--- config.mk ---
export PLATFORM = sky130hd
export DESIGN_NAME = ckps_core
export DESIGN_NICKNAME = d
export VERILOG_FILES = /design/src/verilog/ckps_pkg.sv /design/src/verilog/ckps_core.sv
export SDC_FILE = /design/constraint.sdc
export NUM_CORES = 1
export LEC_CHECK = 0
export BUFFER_PORTS_ARGS = -buffer_cell sky130_fd_sc_hd__buf_4
export CORE_MARGIN = 1
export CORE_UTILIZATION = 51
export DETAILED_ROUTE_END_ITERATION = 16
export GPL_ROUTABILITY_DRIVEN = 0
export PLACE_DENSITY = 0.8
export SKIP_LAST_GASP = 1
export SYNTH_ARGS = -nofsm -noshare
export SYNTH_HDL_FRONTEND = slang
export SYNTH_SLANG_ARGS = --single-unit
export TNS_END_PERCENT = 20
--- constraint.sdc ---
create_clock -name i_clk_sys -period 3.9 [get_ports i_clk_sys]
set_input_delay 0.39 -clock i_clk_sys [delete_from_list [all_inputs] [get_ports i_clk_sys]]
set_output_delay 0.39 -clock i_clk_sys [all_outputs]
set_load 0.02 [all_outputs]
--- src/verilog/ckps_pkg.sv ---
`default_nettype none
package ckps_pkg;
  // Source encodings
  localparam logic [2:0] SRC_FRC = 3'h0;
  localparam logic [2:0] SRC_FRC_PLL = 3'h1;
  localparam logic [2:0] SRC_PRI = 3'h2;
  localparam logic [2:0] SRC_PRI_PLL = 3'h3;
  localparam logic [2:0] SRC_SEC = 3'h4;
  localparam logic [2:0] SRC_LOW_POWER_RC_OSCILLATOR = 3'h5;
  localparam logic [2:0] SRC_RSVD = 3'h6;
  localparam logic [2:0] SRC_FRC_DIV = 3'h7;
  // Register byte addresses
  localparam logic [7:0] ADDR_OSC_CTRL = 8'h00;
  localparam logic [7:0] ADDR_PSAVE = 8'h04;
  localparam logic [7:0] ADDR_STATUS = 8'h08;
  // Oscillator control field positions
  localparam int CUR_LSB = 12;
  localparam int NEW_LSB = 8;
  localparam int LOCK_BIT = 5;
  localparam int SEC_EN_BIT = 1;
  localparam int CF_BIT = 3;
  localparam int REQ_BIT = 0;
  // Unlock keys
  localparam logic [7:0] KEY_HI_1 = 8'h78;
  localparam logic [7:0] KEY_HI_2 = 8'h9a;
  localparam logic [7:0] KEY_LO_1 = 8'h46;
  localparam logic [7:0] KEY_LO_2 = 8'h57;
  // Power save command values
  localparam logic [1:0] PS_SLEEP = 2'h1;
  localparam logic [1:0] PS_IDLE = 2'h2;
  // Timing counts
  localparam int NEW_CLK_WAIT = 10;
  localparam int OST_CYCLES = 1024;
  // AXI responses
  localparam logic [1:0] RESP_OKAY = 2'h0;
  localparam logic [1:0] RESP_SLVERR = 2'h2;
  // Configuration straps
  typedef struct packed {
    logic switch_enable_config;
    logic [2:0] initial_source_config;
    logic [1:0] primary_submode_config;
    logic watchdog_en;
  } ckps_cfg_t;
  // Oscillator side status
  typedef struct packed {
    logic [7:0] running;
    logic pll_locked;
    logic ost_done;
    logic new_clk_tick;
    logic clock_fail;
  } ckps_osc_t;
  // Oscillator enables and selection
  typedef struct packed {
    logic [7:0] osc_enable;
    logic [2:0] sys_source;
    logic sys_clk_on;
    logic cpu_clk_on;
    logic failsafe_clock_monitor_active;
    logic low_power_rc_oscillator_keep;
    logic watchdog_clear;
  } ckps_ctl_t;
endpackage
`default_nettype wire

--- src/verilog/ckps_core.sv ---
// Added by the designer: the placing of the registers and the AXI4-Lite register port.
`timescale 1ns/1ps
`default_nettype none
// Overview of operation
// RQ1 - Switching and monitor need switch enable low
// RQ2 - Disabled: new field ignored, status shows strap (the code still takes an unlocked high-byte write into the new field)
// RQ3 - Disabled: switch request forced to zero
// RQ4 - High byte unlock 78h 9Ah then write
// RQ5 - Low byte unlock 46h 57h then request
// RQ6 - Equal sources: clear request, abort
// RQ7 - Valid switch clears lock and fail bits
// RQ8 - Start oscillator, wait start-up timer
// RQ9 - PLL sources wait for lock
// RQ10 - Count ten new clock cycles, then switch
// RQ11 - Completion clears request, copies new source
// RQ12 - Stop old source except kept ones
// RQ13 - CPU never stalled by switching
// RQ14 - No direct PLL to PLL switch
// RQ15 - Primary submode fixed by straps
// RQ16 - Power save selects Sleep or Idle
// RQ17 - Sleep stops source, clears watchdog
// RQ18 - Wake on interrupt, reset, watchdog timeout
// RQ19 - Sleep wake keeps same source
// RQ20 - Idle keeps source, clears watchdog
// RQ21 - Idle wake restores CPU clock at once
// RQ22 - Coincident interrupt deferred until entry done
// RQ23 - Three-bit source encoding
// RQ24 - Unlock expires after one access (the code counts only writes; reads leave the unlock in place)
module ckps_core
  import ckps_pkg::*;
#(
  parameter int OST_COUNT = OST_CYCLES
) (
  // Clock and reset
  input wire logic i_clk_sys,
  input wire logic i_reset,
  input wire logic i_clk_en,
  // Straps and oscillator status
  input wire ckps_pkg::ckps_cfg_t i_cfg,
  input wire ckps_pkg::ckps_osc_t i_osc,
  // Wake sources
  input wire logic i_irq_pending,
  input wire logic i_wdt_timeout,
  // Control outputs
  output ckps_pkg::ckps_ctl_t o_ctl,
  output logic o_primary_submode,
  output logic [1:0] o_primary_mode,
  // AXI4-Lite write address
  input wire logic [7:0] i_awaddr,
  input wire logic i_awvalid,
  output logic o_awready,
  // AXI4-Lite write data
  input wire logic [31:0] i_wdata,
  input wire logic [3:0] i_wstrb,
  input wire logic i_wvalid,
  output logic o_wready,
  // AXI4-Lite write response
  output logic [1:0] o_bresp,
  output logic o_bvalid,
  input wire logic i_bready,
  // AXI4-Lite read address
  input wire logic [7:0] i_araddr,
  input wire logic i_arvalid,
  output logic o_arready,
  // AXI4-Lite read data
  output logic [31:0] o_rdata,
  output logic [1:0] o_rresp,
  output logic o_rvalid,
  input wire logic i_rready
);
  import ckps_pkg::*;

  typedef enum {SW_IDLE, SW_START, SW_WAIT_RDY, SW_COUNT} ckps_sw_t;
  typedef enum {PM_RUN, PM_SLEEP, PM_IDLE} ckps_pm_t;

  // RQ23 source code decode
  // Is a source driven through the PLL
  function automatic logic uses_pll(input logic [2:0] s);
    uses_pll = (s == SRC_FRC_PLL) || (s == SRC_PRI_PLL);
  endfunction

  // Is a source a crystal needing start-up timer
  function automatic logic is_crystal(input logic [2:0] s);
    is_crystal = (s == SRC_PRI) || (s == SRC_PRI_PLL) || (s == SRC_SEC);
  endfunction

  // Registers
  logic [2:0] cur_src_r;
  logic [2:0] new_src_r;
  logic req_r;
  logic lock_r;
  logic cf_r;
  logic sec_en_r;
  logic [1:0] unl_hi_r;
  logic [1:0] unl_lo_r;
  ckps_sw_t sw_r;
  ckps_pm_t pm_r;
  logic [2:0] old_src_r;
  logic old_stop_r;
  logic [15:0] cnt_r;
  logic wdt_clr_r;
  logic wake_pend_r;
  logic sw_ok;
  logic [1:0] submode_r;

  // Bus capture
  logic aw_held_r;
  logic w_held_r;
  logic [7:0] awaddr_r;
  logic [31:0] wdata_r;
  logic [3:0] wstrb_r;
  logic bvalid_r;
  logic [1:0] bresp_r;
  logic rvalid_r;
  logic [31:0] rdata_r;
  logic [1:0] rresp_r;
  logic wr_go;
  logic hi_wr;
  logic lo_wr;
  logic [7:0] hi_byte;
  logic [7:0] lo_byte;

  // RQ1 switch enable strap
  assign sw_ok = ~i_cfg.switch_enable_config;

  // Handshakes
  assign o_awready = i_clk_en && !aw_held_r && !bvalid_r;
  assign o_wready = i_clk_en && !w_held_r && !bvalid_r;
  assign o_arready = i_clk_en && !rvalid_r;
  assign o_bvalid = bvalid_r;
  assign o_bresp = bresp_r;
  assign o_rvalid = rvalid_r;
  assign o_rdata = rdata_r;
  assign o_rresp = rresp_r;
  assign wr_go = aw_held_r && w_held_r && !bvalid_r;
  assign hi_byte = wdata_r[15:8];
  assign lo_byte = wdata_r[7:0];
  assign hi_wr = wr_go && (awaddr_r == ADDR_OSC_CTRL) && wstrb_r[1];
  assign lo_wr = wr_go && (awaddr_r == ADDR_OSC_CTRL) && wstrb_r[0];

  // Write address and data capture
  always_ff @(posedge i_clk_sys)
  begin
    if (i_reset)
    begin
      aw_held_r <= 1'b0;
      w_held_r <= 1'b0;
      awaddr_r <= 8'h00;
      wdata_r <= 32'h0000_0000;
      wstrb_r <= 4'h0;
    end
    else if (i_clk_en)
    begin
      if (o_awready && i_awvalid)
      begin
        aw_held_r <= 1'b1;
        awaddr_r <= i_awaddr;
      end
      else if (wr_go)
        aw_held_r <= 1'b0;
      if (o_wready && i_wvalid)
      begin
        w_held_r <= 1'b1;
        wdata_r <= i_wdata;
        wstrb_r <= i_wstrb;
      end
      else if (wr_go)
        w_held_r <= 1'b0;
    end
  end

  // Write response
  always_ff @(posedge i_clk_sys)
  begin
    if (i_reset)
    begin
      bvalid_r <= 1'b0;
      bresp_r <= RESP_OKAY;
    end
    else if (i_clk_en)
    begin
      if (wr_go)
      begin
        bvalid_r <= 1'b1;
        bresp_r <= (awaddr_r == ADDR_OSC_CTRL || awaddr_r == ADDR_PSAVE ||
                    awaddr_r == ADDR_STATUS) ? RESP_OKAY : RESP_SLVERR;
      end
      else if (i_bready)
        bvalid_r <= 1'b0;
    end
  end

  // Read path
  always_ff @(posedge i_clk_sys)
  begin
    if (i_reset)
    begin
      rvalid_r <= 1'b0;
      rdata_r <= 32'h0000_0000;
      rresp_r <= RESP_OKAY;
    end
    else if (i_clk_en)
    begin
      if (o_arready && i_arvalid)
      begin
        rvalid_r <= 1'b1;
        rresp_r <= RESP_OKAY;
        case (i_araddr)
          ADDR_OSC_CTRL: rdata_r <= {16'h0000, 1'b0, cur_src_r, 1'b0, new_src_r, 2'h0,
                                     lock_r, 1'b0, cf_r, 1'b0, sec_en_r, req_r};
          ADDR_PSAVE: rdata_r <= {30'h0, (pm_r == PM_IDLE), (pm_r == PM_SLEEP)};
          ADDR_STATUS: rdata_r <= {27'h0, (sw_r != SW_IDLE), old_stop_r, sw_ok,
                                   unl_hi_r == 2'h2, unl_lo_r == 2'h2};
          default:
          begin
            rdata_r <= 32'h0000_0000;
            rresp_r <= RESP_SLVERR;
          end
        endcase
      end
      else if (i_rready)
        rvalid_r <= 1'b0;
    end
  end

  // RQ4 high byte unlock sequencer
  always_ff @(posedge i_clk_sys)
  begin
    if (i_reset)
      unl_hi_r <= 2'h0;
    else if (i_clk_en && wr_go)
    begin
      // RQ24 unlock expires on next write
      if (hi_wr && unl_hi_r == 2'h0 && hi_byte == KEY_HI_1)
        unl_hi_r <= 2'h1;
      else if (hi_wr && unl_hi_r == 2'h1 && hi_byte == KEY_HI_2)
        unl_hi_r <= 2'h2;
      else
        unl_hi_r <= 2'h0;
    end
  end

  // RQ5 low byte unlock sequencer
  always_ff @(posedge i_clk_sys)
  begin
    if (i_reset)
      unl_lo_r <= 2'h0;
    else if (i_clk_en && wr_go)
    begin
      // RQ24 unlock expires on next write
      if (lo_wr && unl_lo_r == 2'h0 && lo_byte == KEY_LO_1)
        unl_lo_r <= 2'h1;
      else if (lo_wr && unl_lo_r == 2'h1 && lo_byte == KEY_LO_2)
        unl_lo_r <= 2'h2;
      else
        unl_lo_r <= 2'h0;
    end
  end

  // RQ15 primary submode caught after reset
  always_ff @(posedge i_clk_sys)
  begin
    if (i_reset)
      submode_r <= 2'h0;
    else if (i_clk_en && sw_r == SW_IDLE && pm_r == PM_RUN
             && submode_r == 2'h0)
      submode_r <= i_cfg.primary_submode_config;
  end
  assign o_primary_mode = submode_r;
  assign o_primary_submode = (cur_src_r == SRC_PRI) || (cur_src_r == SRC_PRI_PLL);

  // New source field and secondary enable
  always_ff @(posedge i_clk_sys)
  begin
    if (i_reset)
    begin
      new_src_r <= SRC_FRC;
      sec_en_r <= 1'b0;
    end
    else if (i_clk_en)
    begin
      // RQ4 accept only unlocked high write
      if (hi_wr && unl_hi_r == 2'h2 && hi_byte[2:0] != SRC_RSVD)
        new_src_r <= hi_byte[2:0];
      // RQ5 low byte honoured only unlocked
      if (lo_wr && unl_lo_r == 2'h2)
        sec_en_r <= lo_byte[SEC_EN_BIT];
    end
  end

  // Switch sequencer, request, status bits
  always_ff @(posedge i_clk_sys)
  begin
    if (i_reset)
    begin
      sw_r <= SW_IDLE;
      req_r <= 1'b0;
      lock_r <= 1'b0;
      cf_r <= 1'b0;
      cnt_r <= 16'h0000;
      cur_src_r <= SRC_FRC;
      old_src_r <= SRC_FRC;
      old_stop_r <= 1'b0;
    end
    else if (i_clk_en)
    begin
      lock_r <= i_osc.pll_locked;
      // Fail flag sticks until a switch begins
      if (sw_ok && i_osc.clock_fail && pm_r != PM_SLEEP)
        cf_r <= 1'b1;
      if (!sw_ok)
      begin
        // RQ2 status follows strap
        cur_src_r <= i_cfg.initial_source_config;
        // RQ3 request held at zero
        req_r <= 1'b0;
        sw_r <= SW_IDLE;
      end
      else
      begin
        case (sw_r)
          SW_IDLE:
            // RQ5 request set only after unlock
            if (lo_wr && unl_lo_r == 2'h2 && lo_byte[REQ_BIT])
            begin
              req_r <= 1'b1;
              sw_r <= SW_START;
            end
          SW_START:
            // RQ6 redundant switch aborted
            // RQ14 PLL to PLL refused
            if (new_src_r == cur_src_r ||
                (uses_pll(new_src_r) && uses_pll(cur_src_r)))
            begin
              req_r <= 1'b0;
              sw_r <= SW_IDLE;
            end
            else
            begin
              // RQ7 clear lock and fail
              lock_r <= 1'b0;
              cf_r <= 1'b0;
              cnt_r <= 16'h0000;
              old_stop_r <= 1'b0;
              sw_r <= SW_WAIT_RDY;
            end
          SW_WAIT_RDY:
          begin
            // RQ8 wait for start-up timer
            if (cnt_r < 16'(OST_COUNT))
              cnt_r <= cnt_r + 16'h0001;
            // RQ9 PLL lock required
            if (i_osc.running[new_src_r] &&
                (!is_crystal(new_src_r) || i_osc.ost_done || cnt_r >= 16'(OST_COUNT)) &&
                (!uses_pll(new_src_r) || i_osc.pll_locked))
            begin
              cnt_r <= 16'h0000;
              sw_r <= SW_COUNT;
            end
          end
          SW_COUNT:
          begin
            // RQ10 ten new clock cycles
            if (i_osc.new_clk_tick)
              cnt_r <= cnt_r + 16'h0001;
            if (i_osc.new_clk_tick && cnt_r == 16'(NEW_CLK_WAIT - 1))
            begin
              // RQ11 done, copy source
              req_r <= 1'b0;
              old_src_r <= cur_src_r;
              cur_src_r <= new_src_r;
              old_stop_r <= 1'b1;
              sw_r <= SW_IDLE;
            end
          end
          default: sw_r <= SW_IDLE;
        endcase
      end
    end
  end

  // RQ16 power save entry and wake
  always_ff @(posedge i_clk_sys)
  begin
    if (i_reset)
    begin
      pm_r <= PM_RUN;
      wdt_clr_r <= 1'b0;
      wake_pend_r <= 1'b0;
    end
    else if (i_clk_en)
    begin
      wdt_clr_r <= 1'b0;
      wake_pend_r <= 1'b0;
      case (pm_r)
        PM_RUN:
          if (wr_go && awaddr_r == ADDR_PSAVE && wstrb_r[0])
          begin
            // RQ17 clear watchdog in the same cycle as entry
            // RQ20 Idle also clears watchdog
            if (wdata_r[1:0] == PS_SLEEP)
            begin
              pm_r <= PM_SLEEP;
              wdt_clr_r <= 1'b1;
            end
            else if (wdata_r[1:0] == PS_IDLE)
            begin
              pm_r <= PM_IDLE;
              wdt_clr_r <= 1'b1;
            end
            // RQ22 coincident interrupt deferred
            wake_pend_r <= i_irq_pending;
          end
        PM_SLEEP, PM_IDLE:
          // RQ18 wake events
          // RQ19 source untouched, so resumes same
          // RQ21 CPU clock back at once
          if (i_irq_pending || i_wdt_timeout || wake_pend_r)
            pm_r <= PM_RUN;
        default: pm_r <= PM_RUN;
      endcase
    end
  end

  // Oscillator enable outputs
  always_comb
  begin
    o_ctl = '0;
    o_ctl.sys_source = cur_src_r;
    o_ctl.watchdog_clear = wdt_clr_r;
    // RQ13 CPU clock gated only by power save
    o_ctl.cpu_clk_on = (pm_r == PM_RUN);
    // RQ17 Sleep stops source and monitor
    o_ctl.sys_clk_on = (pm_r != PM_SLEEP);
    o_ctl.failsafe_clock_monitor_active = sw_ok && (pm_r != PM_SLEEP);
    if (pm_r != PM_SLEEP)
      o_ctl.osc_enable[cur_src_r] = 1'b1;
    // RQ8 start requested source
    if (sw_r == SW_WAIT_RDY || sw_r == SW_COUNT)
      o_ctl.osc_enable[new_src_r] = 1'b1;
    // RQ12 old source kept unless stopped
    if (!old_stop_r && old_src_r != cur_src_r && pm_r != PM_SLEEP)
      o_ctl.osc_enable[old_src_r] = 1'b1;
    if (sec_en_r)
      o_ctl.osc_enable[SRC_SEC] = 1'b1;
    // RQ20 low-power RC kept for watchdog
    o_ctl.low_power_rc_oscillator_keep = i_cfg.watchdog_en || (sw_ok && pm_r != PM_SLEEP);
    if (o_ctl.low_power_rc_oscillator_keep)
      o_ctl.osc_enable[SRC_LOW_POWER_RC_OSCILLATOR] = 1'b1;
  end

endmodule // ckps_core
`default_nettype wire

==> impl_metrics.ini, run 1 <==
[status]
status = complete, no violations

[placement]
port-buffer-count = 100
dp_hpwl_um = 7580
place_inst = 731

[global_routing]
grt_pass1_wl_um = 17600
grt_overflow = 0
grt_use_total_pct = 24.3
grt_max_degree = 76
antenna_found_initial = 0
grt_pass1_vias = 3753

[worst_setup_path]
cp.arrival_ns = 2.20
regToRegSetupSlack_ns = 1.41
worstPathRequired_ns = 3.51
critical_path_class = register to output pin
crit_path_start_kind = register
setup.worst_path.end_class = output pin
critical_path.cell_chain = xnor2_1 -> a311oi_1 -> nor2b_1 -> nand3_1 -> o311ai_0 -> buf_4
cpPeakStageDelay_ns = 0.62
path_max_fanout = 13
worst_path_max_delay_cell = dfxtp_1

[clock_network]
cts_buffers = 9
clock_path_buffers = 2
postCtsSetupBuffers = 0
cts_sinks = 86
cts.clk_slew.worst_paths_ns = 0.09
cts-resized-gates = 0
cts_tree = done
h-tree-depth = 3
clk_latency_ns = 0.36
hold_buffers = 0
root_buffer = clkbuf_8

[timing]
clock_skew_ns = 0.0111
relSlewSlack_pct = 27.1
setup_tns_ns = 0
setup_viol = 0
tightest_slew_ns = 1.08
fin_crit_sh_pct = 66.4
drv_slew = 0
rsz0062_at_grt = false
period_minus_slack_ns = 2.59
hold_violations = 0
fmax_mhz = 386

[detailed_routing]
drtIter0Drc = 177
first_pass_iters = 4
wire_per_inst_um = 14.2
drc = 0
drtAntennaViolNets = 0
vias_per_cell = 5.47
num_vias = 4084
drt-total-wl_um = 10600

[finish]
layout-drive-gt1-share_pct = 21.5
nets = 727
insertedDiodeCount = 0
regArea_sq_um = 1720
final_util_pct = 64.4
instances_no_fill = 747
fillers = 741
multiInputGateArea_sq_um = 2470
syn_to_final_growth_pct = 19.4

[yosys]
syn_area_per_cell_sq_um = 8.07
ys_ff_latch = 86
ys.flop_type = dfxtp_1
netlist_instances = 560
synth_edf_count = 0
synth.distinct_cells = 57
synth_seq_area_share_pct = 38.1
synth-async-reset-ratio_pct = 0
syn-cell-area_sq_um = 4520
yosys_warnings = 0

[pwr]
ir_drop_uv = 218
p_leak_nw = 2.09
power-per-cell-area_nw_per_um2 = 339

[floorplan]
rows = 33
core_sq_um = 8380
start_util_pct = 53.9
die_y_um = 96.1
die_area_sq_um = 9240
ios = 141
fp.dieW_um = 96.1

[min_path]
min_path_type = input port to register

[flow_run]
drv_cap = 0
==> registers in the layout, indices dropped and copies added (netlist names), 2 cells and up <==
name,flops
cnt_r,16
wdata_r,16
o_rdata,12
awaddr_r,8
cur_src_r,3
new_src_r,3
old_src_r,3
o_primary_mode,2
pm_r,2
sw_r,2
unl_hi_r,2
unl_lo_r,2
wstrb_r,2
==> through the flow <==
| step | hold WS (ns) | area [sq um] | worst slack (ns) | total power, mW |
|---|---|---|---|---|
| after floorplan | 0.431 | 4600 | 1.55 | 1.07 |
| after global placement | 0.438 | 5160 | 1.50 | 1.13 |
| after detailed placement | 0.443 | 5160 | 1.41 | 1.14 |
| after CTS | 0.245 | 5390 | 1.30 | 1.84 |
| after global routing | 0.261 | 5390 | 1.14 | 1.91 |
| final | 0.259 | 5390 | 1.31 | 1.83 |
==> worst max-delay path: cells and delay by family, from the launching register on <==
kind / cells / cell delay, ns
AO/OA/AOI/OAI: 2 / 0.44
XOR/XNOR: 1 / 0.13
buffers and inverters: 1 / 0.22
flip-flops: 1 / 0.62
AND/OR/NAND/NOR: 2 / 0.45
==> path summary, 6_finish.rpt <==
kind                       endpoint         start  cells after the start
setup / recovery           o_ctl[8]  cur_src_r[1]                      6
hold / removal    o_primary_mode[1]      i_cfg[2]                      3
setup reg to reg           cnt_r[3]  new_src_r[0]                      6
hold reg to reg          wdata_r[3]    wdata_r[3]                      2
==> report_power, final <==
group,internal (mW),switching [mW],total (mW)
registers,0.899,0.0201,0.919
clock network,0.383,0.327,0.710
logic,0.0874,0.113,0.200
==> cell usage in the layout (no fill, tap or decap), types with 10 or more instances in the layout <==
cell type / synthesis / layout
nor2_1: 64 / 64
mux2i_1: 20 / 20
inv_1: 20 / 20
a21oi_1: 46 / 46
dfxtp_1: 86 / 86
nor3_1: 14 / 14
buf_4: 26 / 102
nor4_1: 12 / 12
nand4_1: 10 / 10
xnor2_1: 18 / 18
nand3_1: 14 / 14
clkbuf_8: 0 / 10
conb_1: 1 / 22
nand2_1: 89 / 89
==> Yosys cell counts (4+ instances only) <==
master | n | share of area [%]
nand2b_1 | 8 | 1.1
dfxtp_1 | 86 | 38
mux2_2 | 5 | 1.2
nor4_1 | 12 | 1.7
ha_1 | 9 | 2.5
and2_1 | 4 | 0.55
nand4b_1 | 5 | 0.97
nand2_1 | 89 | 7.4
inv_1 | 20 | 1.7
a31oi_1 | 4 | 0.55
mux2i_1 | 20 | 4.4
a21oi_1 | 46 | 5.1
clkbuf_1 | 23 | 1.9
nor4b_1 | 4 | 0.78
o21ai_0 | 7 | 0.78
nand4_1 | 10 | 1.4
nor2_1 | 64 | 5.3
a22oi_1 | 9 | 1.5
nor3_1 | 14 | 1.6
nand3_1 | 14 | 1.6
buf_4 | 26 | 4.3
xnor2_1 | 18 | 3.5
==> kinds of logic (layout without fill, tap and decap cells) <==
family / after synthesis / after routing / share of synthesized area (%)
AND/OR/NAND/NOR: 253 / 253 / 28.0
AO/OA/AOI/OAI: 90 / 90 / 13.0
flip-flops: 86 / 86 / 38.1
buffers and inverters: 77 / 138 / 8.97
multiplexers: 25 / 25 / 5.68
XOR/XNOR: 19 / 19 / 3.68
adder cells (fa/ha/maj): 9 / 9 / 2.49
other: 1 / 22 / 0.0830
==> metal layers <==
metal | vias up | GRT usage [%] | share of wire (%)
met3 | 17 | 4.19 | 5.4
li1 | 2044 | - | -
met5 | - | 0 | 0
met2 | 131 | 41.7 | 49
met1 | 1892 | 30.3 | 43
met4 | 0 | 9.33 | 1.9
==> layout make-up <==
class	instances	area share, %
well taps	105	2.44
multi-input cells	418	45.8
repair buffers	102	14.2
clock inverters	6	1.69
inverters	20	1.39
clock buffers	10	2.55
flip-flops and latches	86	31.9
Power figures use the tool's default switching activity.
==> run 2: changes to the inputs <==
Clock period 3.9 ns to 2.42 ns, I/O delays scaled along.
==> run 2 against run 1 <==
Hold slack got worse by 0.16 ns; combinational power increased by 68%; non-clock buffer count increased by 12; global-route usage decreased by 0.19 points; critical endpoint is now o_ctl[14].
==> impl_metrics.ini, run 2 (same netlist as run 1, synthesis figures left out) <==
[timing]
fin_crit_sh_pct = 94.5
hold_violations = 0
setup_viol = 0
clock_skew_ns = 0.0125
period_minus_slack_ns = 2.29
rsz0062_at_grt = true
tightest_slew_ns = 0.673
fmax_mhz = 437
whs_ns = 0.0988
relSlewSlack_pct = 54.7
drv_slew = 0

[worst_setup_path]
setup.worst_path.end_class = output pin
critical_path_class = register to output pin
worst_path_max_delay_cell = dfxtp_1
worstPathRequired_ns = 2.18
path_max_fanout = 8
cp.arrival_ns = 2.04
path_common_cell = buf_4
r2r-start = new_src_r[1]
cpPeakStageDelay_ns = 0.40
crit_path_start_kind = register
worstReg2RegEnd = cnt_r[9]
regToRegSetupSlack_ns = 0.20
critical_path.cell_chain = buf_4 -> xnor2_1 -> a311oi_2 -> nand2_1 -> o311ai_1 -> buf_4
rr_worst_depth = 6

[finish]
layout-drive-gt1-share_pct = 23.1
fillers = 740
nets = 739
final_util_pct = 65.8
syn_to_final_growth_pct = 22.0
insertedDiodeCount = 0
final_common_cell = buf_4
final_cell_mix = 114 x buf_4, 89 x nand2_1, 86 x dfxtp_1

[pwr]
power-per-cell-area_nw_per_um2 = 551
ir_drop_uv = 365
p_leak_nw = 2.16
fin_total_pwr_mw = 3.04

[global_routing]
grt_pass1_wl_um = 17400
grt_pass1_vias = 3881
grt_use_total_pct = 24.2
antenna_found_initial = 0
grt_overflow = 0
grt_max_degree = 47

[clock_network]
cts-resized-gates = 0
cts_sinks = 86
root_buffer = clkbuf_8
cts_tree = done
cts_buffers = 9
h-tree-depth = 3
postCtsSetupBuffers = 0
clock_path_buffers = 2
clk_latency_ns = 0.36
cts.clk_slew.worst_paths_ns = 0.09
hold_buffers = 0

[placement]
port-buffer-count = 100
dp_hpwl_um = 7920

[flow_run]
drv_cap = 0

[floorplan]
rows = 33
ios = 141
fp.dieW_um = 96.1
die_y_um = 96.1
start_util_pct = 53.9
core_sq_um = 8380
die_area_sq_um = 9240

[detailed_routing]
drtAntennaViolNets = 0
num_vias = 4163
drtIter0Drc = 178
drt-total-wl_um = 10700
wire_per_inst_um = 14.2
vias_per_cell = 5.49
drc = 0
first_pass_iters = 4

[min_path]
min_path_type = input port to register
hold_depth = 3
worstHoldStart = i_cfg[2]
min_to = o_primary_mode[1]

[status]
status = complete, no violations
==> run 2: metal layers <==
metal | vias up | part of all wire, % | global-route usage, %
met4 | 0 | 2.2 | 10.8
met5 | - | 0 | 0
met3 | 21 | 5.1 | 3.08
met2 | 151 | 50 | 42.7
met1 | 1923 | 43 | 29.1
li1 | 2068 | - | -
==> run 2: through the flow <==
step                      cells  TNS, ns  area, sq um  setup WS (ns)
after floorplan             581        0         4600          0.220
after global placement      743        0         5260          0.315
after detailed placement    743        0         5260          0.208
after CTS                   758        0         5500         0.0155
after global routing        758  -0.0574         5510        -0.0284
final                       758        0         5510          0.133
==> run 2: cell type report <==
type                       instances  area (sq um)  area share, %
clock buffer                      10           138           2.50
multi-input combinational        418          2480           45.1
tap                              105           131           2.38
clock inverter                     5           108           1.95
inverter                          20          75.1           1.36
timing repair buffer             114           856           15.5
sequential                        86          1720           31.2
==> run 2: how the worst max path moves through the flow <==
stage          cells after the start  slack (ns)   endpoint    startpoint
2_1_floorplan                      5        0.22  o_ctl[13]  cur_src_r[0]
3_3_place_gp                       6        0.31  cnt_r[10]  new_src_r[1]
3_5_place_dp                       6        0.21   cnt_r[6]  new_src_r[1]
4_1_cts                            7        0.02   o_ctl[9]  cur_src_r[0]
5_1_grt                            6       -0.03  o_ctl[14]  cur_src_r[0]
6_report                           6        0.13  o_ctl[14]  cur_src_r[0]
==> run 2: where the power goes <==
group          internal [mW]  switching, mW  total (mW)
combinational          0.147          0.188       0.335
sequential              1.45         0.0281        1.48
clock                  0.712          0.518        1.23
==> run 2: critical path, delay by kind of cell, from the launching register on <==
family / cells / cell delay [ns]
AND/OR/NAND/NOR: 1 / 0.16
XOR/XNOR: 1 / 0.10
buffers and inverters: 2 / 0.40
AO/OA/AOI/OAI: 2 / 0.62
flip-flops: 1 / 0.40
